## src/rtl/sgs_pkg.sv

```systemverilog
// Package of constants, types and helpers for the servo gain-switching selector.
package sgs_pkg;

    // Clock rate and the time base of the gain-change time constant.
    localparam int unsigned CLK_HZ        = 50_000_000;
    localparam int unsigned TC_UNIT_US    = 1000;
    localparam int unsigned CYC_PER_MS    = CLK_HZ / 1_000_000 * TC_UNIT_US;
    // The blend moves one 1/16 of the remaining distance per step.
    localparam int unsigned SMOOTH_SHIFT  = 4;

    // Register byte offsets.
    localparam logic [7:0] OFS_SELECT     = 8'h00;
    localparam logic [7:0] OFS_THRESHOLD  = 8'h04;
    localparam logic [7:0] OFS_TIME_CONST = 8'h08;
    localparam logic [7:0] OFS_ALT_INERT  = 8'h0C;
    localparam logic [7:0] OFS_ALT_POS    = 8'h10;
    localparam logic [7:0] OFS_ALT_SPEED  = 8'h14;
    localparam logic [7:0] OFS_ALT_INTEG  = 8'h18;
    localparam logic [7:0] OFS_ALT_VIB    = 8'h1C;
    localparam logic [7:0] OFS_ALT_RES    = 8'h20;
    localparam logic [7:0] OFS_MODE       = 8'h24;
    localparam logic [7:0] OFS_STATUS     = 8'h28;

    // Values after reset (inertia in 0.1 steps, integral in 0.1 ms, frequencies in 0.1 Hz).
    localparam logic [15:0] RST_SELECT    = 16'h0000;
    localparam logic [15:0] RST_THRESHOLD = 16'h000A;
    localparam logic [15:0] RST_TIME      = 16'h0001;
    localparam logic [15:0] RST_INERT     = 16'h0046;
    localparam logic [15:0] RST_POS       = 16'h0025;
    localparam logic [15:0] RST_SPEED     = 16'h0337;
    localparam logic [15:0] RST_INTEG     = 16'h0151;
    localparam logic [15:0] RST_VIB       = 16'h03E8;
    localparam logic [15:0] RST_RES       = 16'h03E8;
    localparam logic [15:0] RST_MODE      = 16'h0000;

    // Setting ranges.
    localparam logic [15:0] THR_MAX       = 16'h270F;
    localparam logic [15:0] TC_MAX        = 16'h0064;
    localparam logic [15:0] POS_MIN       = 16'h0001;
    localparam logic [15:0] POS_MAX       = 16'h07D0;
    localparam logic [15:0] SPEED_MIN     = 16'h0014;
    localparam logic [15:0] SPEED_MAX     = 16'h4E20;
    localparam logic [15:0] INTEG_MIN     = 16'h0001;
    localparam logic [15:0] INTEG_MAX     = 16'hC350;
    localparam logic [15:0] FREQ_MIN      = 16'h0001;
    localparam logic [15:0] FREQ_MAX      = 16'h03E8;

    // Mode register fields and the manual settings they are compared with.
    localparam logic [3:0]  AUTO_TUNE_MANUAL = 4'h3;
    localparam logic [3:0]  VIB_TUNE_MANUAL  = 4'h2;
    localparam int unsigned MODE_SPEED_BIT   = 8;

    localparam logic [1:0]  RESP_OKAY   = 2'b00;
    localparam logic [1:0]  RESP_SLVERR = 2'b10;

    typedef enum logic [4:0] {
        SRC_OFF   = 5'b00001,
        SRC_CMD   = 5'b00010,
        SRC_FREQ  = 5'b00100,
        SRC_DROOP = 5'b01000,
        SRC_SPEED = 5'b10000
    } sgs_src_e;

    typedef struct packed {
        logic [15:0] inertia;
        logic [15:0] pos;
        logic [15:0] speed;
        logic [15:0] integ;
        logic [15:0] vib;
        logic [15:0] res;
    } sgs_gains_s;

    typedef logic [5:0][15:0] sgs_garr_t;

    function automatic sgs_src_e sgs_decode_src(input logic [3:0] digit);
        case (digit)
            4'h1:    sgs_decode_src = SRC_CMD;
            4'h2:    sgs_decode_src = SRC_FREQ;
            4'h3:    sgs_decode_src = SRC_DROOP;
            4'h4:    sgs_decode_src = SRC_SPEED;
            default: sgs_decode_src = SRC_OFF;
        endcase
    endfunction

    function automatic logic [15:0] sgs_clamp(input logic [15:0] v, input logic [15:0] lo,
                                              input logic [15:0] hi);
        sgs_clamp = (v < lo) ? lo : ((v > hi) ? hi : v);
    endfunction

    function automatic logic [15:0] sgs_merge(input logic [15:0] old, input logic [31:0] d,
                                              input logic [3:0] strb);
        sgs_merge = {strb[1] ? d[15:8] : old[15:8], strb[0] ? d[7:0] : old[7:0]};
    endfunction

endpackage

```

## src/rtl/sgs_smooth.sv

```systemverilog
// First-order smoothing stage that moves one gain toward its target.
module sgs_smooth #(
    parameter int unsigned W     = 16,
    parameter int unsigned SHIFT = 4
) (
    // Clock and reset.
    input  wire logic         aclk,
    input  wire logic         aresetn,
    // Control.
    input  wire logic         step,
    input  wire logic         bypass,
    input  wire logic [W-1:0] target,
    // Smoothed value.
    output logic      [W-1:0] value_reg
);
    logic signed [W:0] diff;
    logic signed [W:0] part;
    logic signed [W:0] delta;
    logic        [W-1:0] value_next;

    assign diff  = $signed({1'b0, target}) - $signed({1'b0, value_reg});
    assign part  = diff >>> SHIFT;
    // A remaining distance below one step still moves by one so the value lands exactly.
    assign delta = (part != '0) ? part : ((diff > 0) ? (W+1)'(1) : ((diff < 0) ? -(W+1)'(1) : '0));
    assign value_next = bypass ? target
                      : (step ? W'($signed({1'b0, value_reg}) + delta) : value_reg);

    always_ff @(posedge aclk) begin
        if (!aresetn) begin
            value_reg <= '0;
        end else begin
            value_reg <= value_next;
        end
    end
endmodule // sgs_smooth

```

## src/rtl/sgs_top.sv

```systemverilog
// Gain-switching selector with its AXI4-Lite register file and gain blending.
//
// Added by the designer: the placing of the registers and the AXI4-Lite register port.
module sgs_top #(
    parameter int unsigned CYC_PER_MS = sgs_pkg::CYC_PER_MS
) (
    // Clock and reset.
    input  wire logic                aclk,
    input  wire logic                aresetn,
    // AXI4-Lite write address and data.
    input  wire logic [7:0]          s_axi_awaddr,
    input  wire logic                s_axi_awvalid,
    output logic                     s_axi_awready,
    input  wire logic [31:0]         s_axi_wdata,
    input  wire logic [3:0]          s_axi_wstrb,
    input  wire logic                s_axi_wvalid,
    output logic                     s_axi_wready,
    // AXI4-Lite write response.
    output logic [1:0]               s_axi_bresp,
    output logic                     s_axi_bvalid,
    input  wire logic                s_axi_bready,
    // AXI4-Lite read.
    input  wire logic [7:0]          s_axi_araddr,
    input  wire logic                s_axi_arvalid,
    output logic                     s_axi_arready,
    output logic [31:0]              s_axi_rdata,
    output logic [1:0]               s_axi_rresp,
    output logic                     s_axi_rvalid,
    input  wire logic                s_axi_rready,
    // Loop state and controller command.
    input  wire logic                ctrl_gain_cmd,
    input  wire logic [31:0]         cmd_freq,
    input  wire logic [31:0]         droop_pulses,
    input  wire logic [31:0]         motor_speed,
    input  wire sgs_pkg::sgs_gains_s base_gains,
    // Gains to the loops.
    output sgs_pkg::sgs_gains_s      eff_gains,
    output logic                     switch_active_reg
);
    import sgs_pkg::*;

    logic [15:0]  select_reg;
    logic [15:0]  threshold_reg;
    logic [15:0]  time_const_reg;
    logic [15:0]  mode_reg;
    sgs_gains_s   alt_reg;
    logic [7:0]   awaddr_reg;
    logic [31:0]  wdata_reg;
    logic [3:0]   wstrb_reg;
    logic         aw_held_reg;
    logic         w_held_reg;
    logic [31:0]  step_cnt_reg;
    sgs_gains_s   target;
    sgs_garr_t    target_arr;
    sgs_garr_t    eff_arr;

    // Bus handshake.
    wire          aw_fire   = s_axi_awvalid && s_axi_awready;
    wire          w_fire    = s_axi_wvalid && s_axi_wready;
    wire          wr_fire   = aw_held_reg && w_held_reg && !s_axi_bvalid;
    wire          ar_fire   = s_axi_arvalid && s_axi_arready;
    wire [7:0]    wa        = awaddr_reg;
    wire          wa_mapped = (wa[1:0] == 2'b00) && (wa <= OFS_MODE);
    wire          ra_mapped = (s_axi_araddr[1:0] == 2'b00) && (s_axi_araddr <= OFS_STATUS);

    // Condition evaluation.
    sgs_src_e     src;
    logic         polarity;
    logic [31:0]  measured;
    logic         at_or_above;
    logic         at_or_below;
    logic         cond;
    logic         core_en;
    logic         pos_en;
    logic         vib_en;
    logic         speed_mode;
    logic         settling;
    logic [31:0]  step_period;
    logic         step;
    logic         bypass;
    logic [31:0]  rd_mux;

    assign src         = sgs_decode_src(select_reg[3:0]);
    assign polarity    = select_reg[4];
    assign measured    = (src == SRC_FREQ)  ? cmd_freq
                       : (src == SRC_DROOP) ? droop_pulses
                       : motor_speed;
    assign at_or_above = measured >= {16'h0000, threshold_reg};
    assign at_or_below = measured <= {16'h0000, threshold_reg};
    always_comb begin
        case (src)
            SRC_OFF:   cond = 1'b0;
            SRC_CMD:   cond = polarity ? !ctrl_gain_cmd : ctrl_gain_cmd;
            SRC_FREQ,
            SRC_DROOP,
            SRC_SPEED: cond = polarity ? at_or_below : at_or_above;
            default:   cond = 1'b0;
        endcase
    end

    // Each alternate gain is gated by the tuning and control modes it depends on.
    assign speed_mode = mode_reg[MODE_SPEED_BIT];
    assign core_en    = cond && (mode_reg[3:0] == AUTO_TUNE_MANUAL);
    assign pos_en     = core_en && !speed_mode;
    // Vibration gains are only safe to change at standstill, which the controller ensures.
    assign vib_en     = cond && (mode_reg[7:4] == VIB_TUNE_MANUAL) && (src == SRC_CMD)
                        && !speed_mode;

    assign target.inertia = core_en ? alt_reg.inertia : base_gains.inertia;
    assign target.pos     = pos_en  ? alt_reg.pos     : base_gains.pos;
    assign target.speed   = core_en ? alt_reg.speed   : base_gains.speed;
    assign target.integ   = core_en ? alt_reg.integ   : base_gains.integ;
    assign target.vib     = vib_en  ? alt_reg.vib     : base_gains.vib;
    assign target.res     = vib_en  ? alt_reg.res     : base_gains.res;
    assign target_arr     = target;
    assign eff_gains      = eff_arr;
    assign settling       = (eff_gains != target);

    // Step period gives sixteen steps per time constant.
    assign step_period = 32'((time_const_reg * CYC_PER_MS) >> SMOOTH_SHIFT);
    assign bypass      = (time_const_reg == 16'h0000);
    assign step        = (step_cnt_reg + 32'h1 >= step_period);

    always_ff @(posedge aclk) begin
        if (!aresetn || bypass || step) begin
            step_cnt_reg <= 32'h0;
        end else begin
            step_cnt_reg <= step_cnt_reg + 32'h1;
        end
    end

    genvar gi;
    generate
        for (gi = 0; gi < 6; gi++) begin : g_smooth
            sgs_smooth #(
                .W     (16),
                .SHIFT (SMOOTH_SHIFT)
            ) u_smooth (
                .aclk      (aclk),
                .aresetn   (aresetn),
                .step      (step),
                .bypass    (bypass),
                .target    (target_arr[gi]),
                .value_reg (eff_arr[gi])
            );
        end
    endgenerate

    always_ff @(posedge aclk) begin
        if (!aresetn) begin
            switch_active_reg <= 1'b0;
        end else begin
            switch_active_reg <= cond;
        end
    end

    // Write channel: address and data are taken in either order.
    always_ff @(posedge aclk) begin
        if (!aresetn) begin
            aw_held_reg  <= 1'b0;
            w_held_reg   <= 1'b0;
            awaddr_reg   <= 8'h00;
            wdata_reg    <= 32'h0000_0000;
            wstrb_reg    <= 4'h0;
            s_axi_bvalid <= 1'b0;
            s_axi_bresp  <= RESP_OKAY;
        end else begin
            if (aw_fire) begin
                aw_held_reg <= 1'b1;
                awaddr_reg  <= s_axi_awaddr;
            end
            if (w_fire) begin
                w_held_reg <= 1'b1;
                wdata_reg  <= s_axi_wdata;
                wstrb_reg  <= s_axi_wstrb;
            end
            if (wr_fire) begin
                aw_held_reg  <= 1'b0;
                w_held_reg   <= 1'b0;
                s_axi_bvalid <= 1'b1;
                s_axi_bresp  <= wa_mapped ? RESP_OKAY : RESP_SLVERR;
            end else if (s_axi_bready) begin
                s_axi_bvalid <= 1'b0;
            end
        end
    end

    assign s_axi_awready = !aw_held_reg;
    assign s_axi_wready  = !w_held_reg;

    // Register writes; values outside a setting range are clamped to it.
    always_ff @(posedge aclk) begin
        if (!aresetn) begin
            select_reg     <= RST_SELECT;
            threshold_reg  <= RST_THRESHOLD;
            time_const_reg <= RST_TIME;
            mode_reg       <= RST_MODE;
            alt_reg        <= '{RST_INERT, RST_POS, RST_SPEED, RST_INTEG, RST_VIB, RST_RES};
        end else if (wr_fire) begin
            case (wa)
                OFS_SELECT:     select_reg     <= sgs_merge(select_reg, wdata_reg, wstrb_reg)
                                                  & 16'h00FF;
                OFS_THRESHOLD:  threshold_reg  <= sgs_clamp(sgs_merge(threshold_reg, wdata_reg,
                                                  wstrb_reg), 16'h0000, THR_MAX);
                OFS_TIME_CONST: time_const_reg <= sgs_clamp(sgs_merge(time_const_reg, wdata_reg,
                                                  wstrb_reg), 16'h0000, TC_MAX);
                OFS_ALT_INERT:  alt_reg.inertia <= sgs_merge(alt_reg.inertia, wdata_reg,
                                                   wstrb_reg);
                OFS_ALT_POS:    alt_reg.pos   <= sgs_clamp(sgs_merge(alt_reg.pos, wdata_reg,
                                                 wstrb_reg), POS_MIN, POS_MAX);
                OFS_ALT_SPEED:  alt_reg.speed <= sgs_clamp(sgs_merge(alt_reg.speed, wdata_reg,
                                                 wstrb_reg), SPEED_MIN, SPEED_MAX);
                OFS_ALT_INTEG:  alt_reg.integ <= sgs_clamp(sgs_merge(alt_reg.integ, wdata_reg,
                                                 wstrb_reg), INTEG_MIN, INTEG_MAX);
                OFS_ALT_VIB:    alt_reg.vib   <= sgs_clamp(sgs_merge(alt_reg.vib, wdata_reg,
                                                 wstrb_reg), FREQ_MIN, FREQ_MAX);
                OFS_ALT_RES:    alt_reg.res   <= sgs_clamp(sgs_merge(alt_reg.res, wdata_reg,
                                                 wstrb_reg), FREQ_MIN, FREQ_MAX);
                OFS_MODE:       mode_reg      <= sgs_merge(mode_reg, wdata_reg, wstrb_reg)
                                                 & 16'h01FF;
                default:        mode_reg      <= mode_reg;
            endcase
        end
    end

    // Read channel.
    always_comb begin
        case (s_axi_araddr)
            OFS_SELECT:     rd_mux = {16'h0000, select_reg};
            OFS_THRESHOLD:  rd_mux = {16'h0000, threshold_reg};
            OFS_TIME_CONST: rd_mux = {16'h0000, time_const_reg};
            OFS_ALT_INERT:  rd_mux = {16'h0000, alt_reg.inertia};
            OFS_ALT_POS:    rd_mux = {16'h0000, alt_reg.pos};
            OFS_ALT_SPEED:  rd_mux = {16'h0000, alt_reg.speed};
            OFS_ALT_INTEG:  rd_mux = {16'h0000, alt_reg.integ};
            OFS_ALT_VIB:    rd_mux = {16'h0000, alt_reg.vib};
            OFS_ALT_RES:    rd_mux = {16'h0000, alt_reg.res};
            OFS_MODE:       rd_mux = {16'h0000, mode_reg};
            OFS_STATUS:     rd_mux = {29'h0, settling, cond, switch_active_reg};
            default:        rd_mux = 32'h0000_0000;
        endcase
    end

    assign s_axi_arready = !s_axi_rvalid;

    always_ff @(posedge aclk) begin
        if (!aresetn) begin
            s_axi_rvalid <= 1'b0;
            s_axi_rdata  <= 32'h0000_0000;
            s_axi_rresp  <= RESP_OKAY;
        end else if (ar_fire) begin
            s_axi_rvalid <= 1'b1;
            s_axi_rdata  <= rd_mux;
            s_axi_rresp  <= ra_mapped ? RESP_OKAY : RESP_SLVERR;
        end else if (s_axi_rready) begin
            s_axi_rvalid <= 1'b0;
        end
    end
endmodule // sgs_top
```

## config.mk

```make
export PLATFORM = sky130hd
export DESIGN_NAME = sgs_top
export DESIGN_NICKNAME = d
export VERILOG_FILES = /design/src/rtl/sgs_pkg.sv /design/src/rtl/sgs_smooth.sv /design/src/rtl/sgs_top.sv
export SDC_FILE = /design/constraint.sdc
export NUM_CORES = 2
export LEC_CHECK = 0
export BUFFER_PORTS_ARGS = -buffer_cell sky130_fd_sc_hd__buf_2
export CAP_MARGIN = 0
export CORE_AREA = 2 2 280 282
export DETAILED_ROUTE_END_ITERATION = 8
export DIE_AREA = 0 0 282 284
export PLACE_DENSITY = 0.56
export SETUP_SLACK_MARGIN = 0.3
export SLEW_MARGIN = 25
export SYNTH_ARGS = -nofsm -noshare
export SYNTH_HDL_FRONTEND = slang
export SYNTH_SLANG_ARGS = --single-unit
```

## constraint.sdc

```tcl
create_clock -name aclk -period 7.51 [get_ports aclk]
set_input_delay 0.3755 -clock aclk [delete_from_list [all_inputs] [get_ports aclk]]
set_output_delay 0.3755 -clock aclk [all_outputs]
set_load 0.02 [all_outputs]
```

# After elaboration in Yosys (flattened, before gate mapping)
# Cells that the tools add are included.
[word_totals] wordCells=232 regBits=340 input_bits=252 out_inout_bits=138
[classes] add_sub_neg=13 n_lt_le_gt_ge=31 n_mul=1 eq_ne=30 n_mux=77 bitwise=1 reduce_logical=49
[ops] op="16-bit 2-to-1 mux" count=50
[ops] op="16-bit case mux with 11 select lines" count=1
[ops] op="8-bit 2-to-1 mux" count=14
[ops] op="17-bit by 1-bit greater-than comparator with 1-bit output, second input constant" count=6
[ops] op="17-bit by 1-bit < comparator with 1-bit output, second input constant" count=6
[ops] op="17-bit nonzero test" count=6
[ops] op="16-bit by 16-bit subtractor with 17-bit output" count=6
[ops] op="16-bit adder" count=6
[ops] op="16-bit by 1-bit < comparator with 1-bit output, second input constant" count=6
[ops] op="96-bit != test" count=1
[ops] op="8-bit by 5-bit equality test with 1-bit output, second input constant" count=8
[ops] op="32-bit 2-to-1 mux" count=2
[ops] op="8-bit by 6-bit equality test with 1-bit output, second input constant" count=5
[ops] op="32-bit by 1-bit adder with 32-bit output, second input constant" count=1
[ops] op="8-bit by 4-bit equality test with 1-bit output, second input constant" count=4
[ops] op="32-bit by 16-bit greater-or-equal comparator with 1-bit output" count=1
[ops] op="32-bit by 28-bit greater-or-equal comparator with 1-bit output" count=1
[ops] op="16-bit by 10-bit greater-than comparator with 1-bit output, second input constant" count=2
[ops] op="32-bit by 16-bit less-or-equal comparator with 1-bit output" count=1
[ops] op="16-bit by 12-bit multiplier with 28-bit output, second input constant" count=1
[ops] op="5-bit case mux with 4 select lines" count=1
[ops] op="4-bit by 2-bit equality test with 1-bit output, second input constant" count=4
[ops] op="8-bit by 3-bit equality test with 1-bit output, second input constant" count=2
[ops] op="16-bit by 11-bit greater-than comparator with 1-bit output, second input constant" count=1
[ops] op="other kinds (27)" count=66

# Longest topological paths before layout
[depth] depth_word=20 depth_mapped=37 mapped_depth_nobuf=34

# Modules after synthesis
# A second synthesis with hierarchy kept.
[hier_totals] hier_cells=4136 area_unflattened_um2=32670.1
[modules_own_cells] mod="sgs_top" cells_each=2292 seq_area_each_um2=4524.3 area_per_inst_um2=18814.3 n_inst=1
[modules_own_cells] mod="sgs_smooth at g_smooth[0].u_smooth ..." cells_each=292 seq_area_each_um2=320.3 area_per_inst_um2=2192.1 n_inst=4
[modules_own_cells] mod="sgs_smooth at g_smooth[3].u_smooth ..." cells_each=338 seq_area_each_um2=320.3 area_per_inst_um2=2543.7 n_inst=2

# Worst setup path before layout
# Ideal clock, no wire load.
[synth_path] path_kind="register to register" start="reg select_reg[0]" end="reg g_smooth[5].u_smooth.value_reg[10]" setup_ns=0.086 path_stages_with_launch=38 arrival_time_ns=8.146 path_buffers=4 synth_period_minus_slack_ns=8.232 slack_ns=-0.722 required_ns=7.424 cell_sequence="dfxtp_1 > buf_2 > buf_1 > mux2i_1 > a21oi_1 > ha_1 > nand4_1 > or3_1 > a21o_1 > and3_1 > a2111oi_4 > o21ai_2 > buf_6 > buf_2 > mux2i_1 > ha_1 > inv_1 > fa_1 > [... 2 more ...] > nand3_1 > nand2_1 > a31oi_1 > xnor2_1 > or4_1 > nor4_1 > mux2_2 > ha_1 > fa_1 > a211o_1 > o211ai_1 > nand2b_1 > a31o_2 > a211oi_1 > xor2_1 > o21ai_0 > a21oi_1 > a211oi_1"
[synth_via] elab_chain_len=18 elab_cells_between_ends=28 cone_classes="add/sub: 2; order compare: 4; eq/ne: 8; mux: 11; reduce/logical: 3"
[synth_lines] element="start: declaration" line="sgs_top.sv:42" source="logic [15:0] select_reg;"
[synth_lines] element="start signal: assignment" line="sgs_top.sv:201" source="OFS_SELECT: select_reg <= sgs_merge(select_reg, wdata_reg, wstrb_reg)"
[synth_lines] element="4-bit by 3-bit equality test with 1-bit output (tied with other cells)" line="sgs_pkg.sv:76" source="case (digit)"
[synth_lines] element="5-bit case mux with 4 select lines *" line="sgs_pkg.sv:76"
[synth_lines] element="5-bit by 4-bit equality test with 1-bit output" line="sgs_top.sv:86, sgs_top.sv:91"
[synth_lines] element="32-bit 2-to-1 mux" line="sgs_top.sv:86" source=": (src == SRC_DROOP) ? droop_pulses"
[synth_lines] element="32-bit 2-to-1 mux" line="sgs_top.sv:85" source="assign measured = (src == SRC_FREQ) ? cmd_freq"
[synth_lines] element="32-bit by 16-bit greater-or-equal comparator with 1-bit output or 32-bit by 16-bit less-or-equal comparator with 1-bit output (tied branches)" line="sgs_top.sv:88, sgs_top.sv:89"
[synth_lines] element="1-bit 2-to-1 mux" line="sgs_top.sv:96" source="SRC_SPEED: cond = polarity ? at_or_below : at_or_above;"
[synth_lines] element="1-bit case mux with 2 select lines *" line="sgs_top.sv:91" source="case (src)"
[synth_lines] element="1-bit logical AND *" line="sgs_top.sv:103" source="assign core_en = cond && (mode_reg[3:0] == AUTO_TUNE_MANUAL);"
[synth_lines] element="16-bit 2-to-1 mux *" line="sgs_top.sv:109" source="assign target.inertia = core_en ? alt_reg.inertia : base_gains.inertia;"
[synth_lines] element="16-bit by 16-bit subtractor with 17-bit output" line="sgs_smooth.sv:21" source="assign diff = $signed({1'b0, target}) - $signed({1'b0, value_reg});"
[synth_lines] element="17-bit by 1-bit < comparator with 1-bit output" line="sgs_smooth.sv:24" source="assign delta = (part != '0) ? part : ((diff > 0) ? (W+1)'(1) : ((diff < 0) ? -(W+1)'(1) : '0));"
[synth_lines] element="16-bit 2-to-1 mux (3 in a row)" line="sgs_smooth.sv:24"
[synth_lines] element="16-bit adder" line="sgs_smooth.sv:26" source=": (step ? W'($signed({1'b0, value_reg}) + delta) : value_reg);"
[synth_lines] element="16-bit 2-to-1 mux" line="sgs_smooth.sv:26"
[synth_lines] element="16-bit 2-to-1 mux *" line="sgs_smooth.sv:25" source="assign value_next = bypass ? target"
[synth_lines] element="end signal: assignment" line="sgs_smooth.sv:32" source="value_reg <= value_next;"
[synth_lines] element="end: declaration" line="sgs_smooth.sv:14" source="output logic [W-1:0] value_reg"
# Every way passes the cells marked *; elsewhere a longest branch is shown, timed or not. The select of a mux whose other input is x is not followed.
# A chain may end at the register's enable or synchronous reset.

# Worst setup path after layout
[layout_path] start="reg select_reg[3]" end="reg g_smooth[0].u_smooth.value_reg[15]"
[layout_via] elab_chain_len=20 elab_cells_between_ends=30 cone_classes="add/sub: 2; order compare: 4; eq/ne: 8; mux: 11; reduce/logical: 5"
[layout_lines] element="4-bit by 3-bit equality test with 1-bit output (tied with other cells)" line="sgs_pkg.sv:76"
[layout_lines] element="5-bit case mux with 4 select lines *" line="sgs_pkg.sv:76"
[layout_lines] element="5-bit by 4-bit equality test with 1-bit output" line="sgs_top.sv:86, sgs_top.sv:91"
[layout_lines] element="32-bit 2-to-1 mux" line="sgs_top.sv:86"
[layout_lines] element="32-bit 2-to-1 mux" line="sgs_top.sv:85"
[layout_lines] element="32-bit by 16-bit greater-or-equal comparator with 1-bit output or 32-bit by 16-bit less-or-equal comparator with 1-bit output (tied branches)" line="sgs_top.sv:88, sgs_top.sv:89"
[layout_lines] element="1-bit 2-to-1 mux" line="sgs_top.sv:96"
[layout_lines] element="1-bit case mux with 2 select lines" line="sgs_top.sv:91"
[layout_lines] element="[... 2 more ...]"
[layout_lines] element="1-bit logical AND *" line="sgs_top.sv:107" source="&& !speed_mode;"
[layout_lines] element="16-bit 2-to-1 mux *" line="sgs_top.sv:114" source="assign target.res = vib_en ? alt_reg.res : base_gains.res;"
[layout_lines] element="16-bit by 16-bit subtractor with 17-bit output" line="sgs_smooth.sv:21"
[layout_lines] element="17-bit by 1-bit < comparator with 1-bit output" line="sgs_smooth.sv:24"
[layout_lines] element="16-bit 2-to-1 mux (3 in a row)" line="sgs_smooth.sv:24"
[layout_lines] element="16-bit adder" line="sgs_smooth.sv:26"
[layout_lines] element="16-bit 2-to-1 mux" line="sgs_smooth.sv:26"
[layout_lines] element="16-bit 2-to-1 mux *" line="sgs_smooth.sv:25"
[layout_lines] element="end signal: assignment" line="sgs_smooth.sv:32"
[layout_lines] element="end: declaration" line="sgs_smooth.sv:14"
# Marked as above.

==> reports/metrics.csv <==
metric,value,unit
outcome,"complete, but fails checks",
failed_checks,setup timing,
yosysMostFrequentCell,ha_1,
max_cap_violations,0,
setup_violations,61,
fin_skew,0.0130,ns
h-tree-depth,2,
clock_latency,0.59,ns
place_inst,5382,
synthesis.area,29000,um^2
setup_ws,-0.664,ns
postPlaceCellArea,35900,um^2
crit_fanout,6,
die_w,282,um
crit_buf_inv,7,
crit_arrival,8.68,ns
synthTopCellsByCount,"ha_1, dfxtp_1, nand2_1",
fin_crit_sh,1.09,
slew_headroom,0.265,
holdWs,0.0224,ns
path_depth,37,
yosys_warnings,0,
drt-total-wl,124,mm
hold_class,input port to flip-flop,
slowest_stage,or4b_4,
critPathLaunchType,flip-flop,
path_clk_slew,0.06,ns
firstDrtPassIters,8,
synth.avg_cell_area,8.02,um^2
core,77000,um^2
post-dp-hpwl,95.3,mm
cts_tree,built,
reg2reg_setup_slack,-0.66,ns
grt_max_degree,79,
ant_nets,0,
via_count,31500,
fin_tns_setup,-22.17,ns
antenna_found_initial,7,
root_buffer,clkbuf_16,
crit_path_frequent_cell,or3_1,
min_period,8.17,ns
hold_end,awaddr_reg[2]$_SDFFE_PN0P_,
reg2reg_depth,37,
synthArstFlopShare,0,
power.total,0.0150,W
syn2layout_area_growth,36.3,%
drt_iter0_drc,2703,
grt_overflow,0,
yosysUniqueCellTypes,95,
crit_required,8.01,ns
synth_top_area_share,0.222,
ys_seq_area_frac,0.222,
place_congestion,1.02,
design_area,39500,um^2
numCtsBuffers,43,
dieHeight,284,um
port_buffers,353,
hold_start,s_axi_awaddr[2],
initial_core_util,0.377,
grtUsageTotal,0.290,
final_cell_count_no_fill,5527,
clockBufferDepth,3,
slew_viol_final,0,
ys_top_cells_by_area,"dfxtp_1, ha_1, a21oi_1, nand2_1, fa_1",
drc,0,
nets,5104,
synth_edf_count,0,
post_drt_wl_per_cell,22.4,um
rsz0062_at_grt,yes,
ys.flop_type,dfxtp_1,
io_pins,390,
ir_worst_vdd,0.300,mV
path_class,flip-flop to flip-flop,
fmax,0.122,GHz
worstReg2RegStart,select_reg[3]$_SDFFE_PN0P_,
drive_above_1_share,0.322,
ys_seq_elements,322,
grt_pass1_vias,29500,
vias_per_cell,5.69,
grt_pass1_wl,179,mm
cp_slowest_stage_delay,0.50,ns
whs_path_depth,3,
worst_setup_path_end_kind,flip-flop,
synth_top_area_cell,dfxtp_1,
clock_sinks,322,
reg2reg_to,g_smooth[0].u_smooth.value_reg[15]$_SDFFE_PN0P_,
powerDensity,380,nW/um^2
tightest_slew,1.10,ns
dieArea,80100,um^2
crit_family,simple AND/OR/NAND/NOR gates,
syn_inst,3611,
p_leak,17.9,nW
finalHoldViolations,0,
rows,102,
repair_timing:
item / CTS / global route
pin swaps: 14 / 193
hold buffers: 2 / 0
endpoints found under the setup margin: 77 / 115
setup buffers: 10 / 48
cloned: 1 / 3
endpoints found under the hold margin: 2 / 0
gates resized for setup: 47 / 278
layout make-up:
type / instances / area, um^2
diodes: 2 / 5.00
clock buffers: 48 / 1120
clock inverters: 31 / 363
fillers: 7477 / 37500
inverters: 276 / 1040
multi-input cells: 2873 / 22700
flip-flops and latches: 322 / 6460
well taps: 1040 / 1300
repair buffers: 935 / 6540
logic make-up after synthesis:
group,Yosys count,synth area share
flip-flops,322,0.222
other,1,0.000129
multiplexers,143,0.0535
XOR/XNOR,185,0.0559
AO/OA/AOI/OAI,996,0.232
adder cells (fa/ha/maj),401,0.188
AND/OR/NAND/NOR,1126,0.188
buffers and inverters,437,0.0608
power breakdown:
part	switching (W)	leakage [nW]	internal (W)
Clock	0.000912	0.717	0.00130
Sequential	0.000330	2.63	0.00197
Combinational	0.00530	14.5	0.00519
worst register-to-register path: cells and delay by family, from the launching register on:
family / cells / cell delay [ns]
AND/OR/NAND/NOR: 10 / 2.67
AO/OA/AOI/OAI: 14 / 2.52
flip-flops: 1 / 0.33
multiplexers: 1 / 0.32
XOR/XNOR: 2 / 0.32
buffers and inverters: 7 / 1.01
adder cells (fa/ha/maj): 3 / 0.91
routing by layer:
layer / vias to the layer above / track usage / share of wire
li1: 14900 / - / -
met1: 14900 / 0.385 / 0.42
met2: 1365 / 0.456 / 0.44
met3: 335 / 0.0502 / 0.084
met4: 4 / 0.135 / 0.053
met5: - / 0 / 0.00018
through the flow:
| step | util | worst slack (ns) |
|---|---|---|
| floorplan | - | -0.173 |
| global placement | 0.466 | -0.723 |
| detailed placement | 0.466 | -0.647 |
| CTS | 0.490 | -0.428 |
| global route | 0.513 | -0.968 |
| finish | 0.513 | -0.664 |
worst max-delay path by stage:
stage	from	endpoint	slack (ns)
CTS	select_reg[0]$_SDFFE_PN0P_	g_smooth[2].u_smooth.value_reg[15]$_SDFFE_PN0P_	-0.43
floorplan	select_reg[1]$_SDFFE_PN0P_	g_smooth[4].u_smooth.value_reg[14]$_SDFFE_PN0P_	-0.17
finish	select_reg[3]$_SDFFE_PN0P_	g_smooth[0].u_smooth.value_reg[15]$_SDFFE_PN0P_	-0.66
global route	select_reg[3]$_SDFFE_PN0P_	g_smooth[4].u_smooth.value_reg[14]$_SDFFE_PN0P_	-0.97
global placement	select_reg[0]$_SDFFE_PN0P_	g_smooth[2].u_smooth.value_reg[14]$_SDFFE_PN0P_	-0.72
detailed placement	select_reg[0]$_SDFFE_PN0P_	g_smooth[2].u_smooth.value_reg[14]$_SDFFE_PN0P_	-0.65
cells in the final DEF, fill, tap and decap left out, drive strengths merged, types with 26 or more instances in the layout:
cell / n
a211oi: 56
a21o: 54
a21oi: 280
a221oi: 26
a22oi: 71
a31oi: 36
and3: 62
buf: 929
clkbuf: 52
dfxtp: 322
fa: 56
ha: 345
inv: 283
mux2: 93
mux2i: 50
nand2: 300
nand2b: 40
nand3: 92
nand4: 54
nor2: 283
nor3: 118
nor4: 30
o211ai: 29
o21ai: 161
o22ai: 26
xnor2: 107
xor2: 78
(Power assumes the default switching activity.)
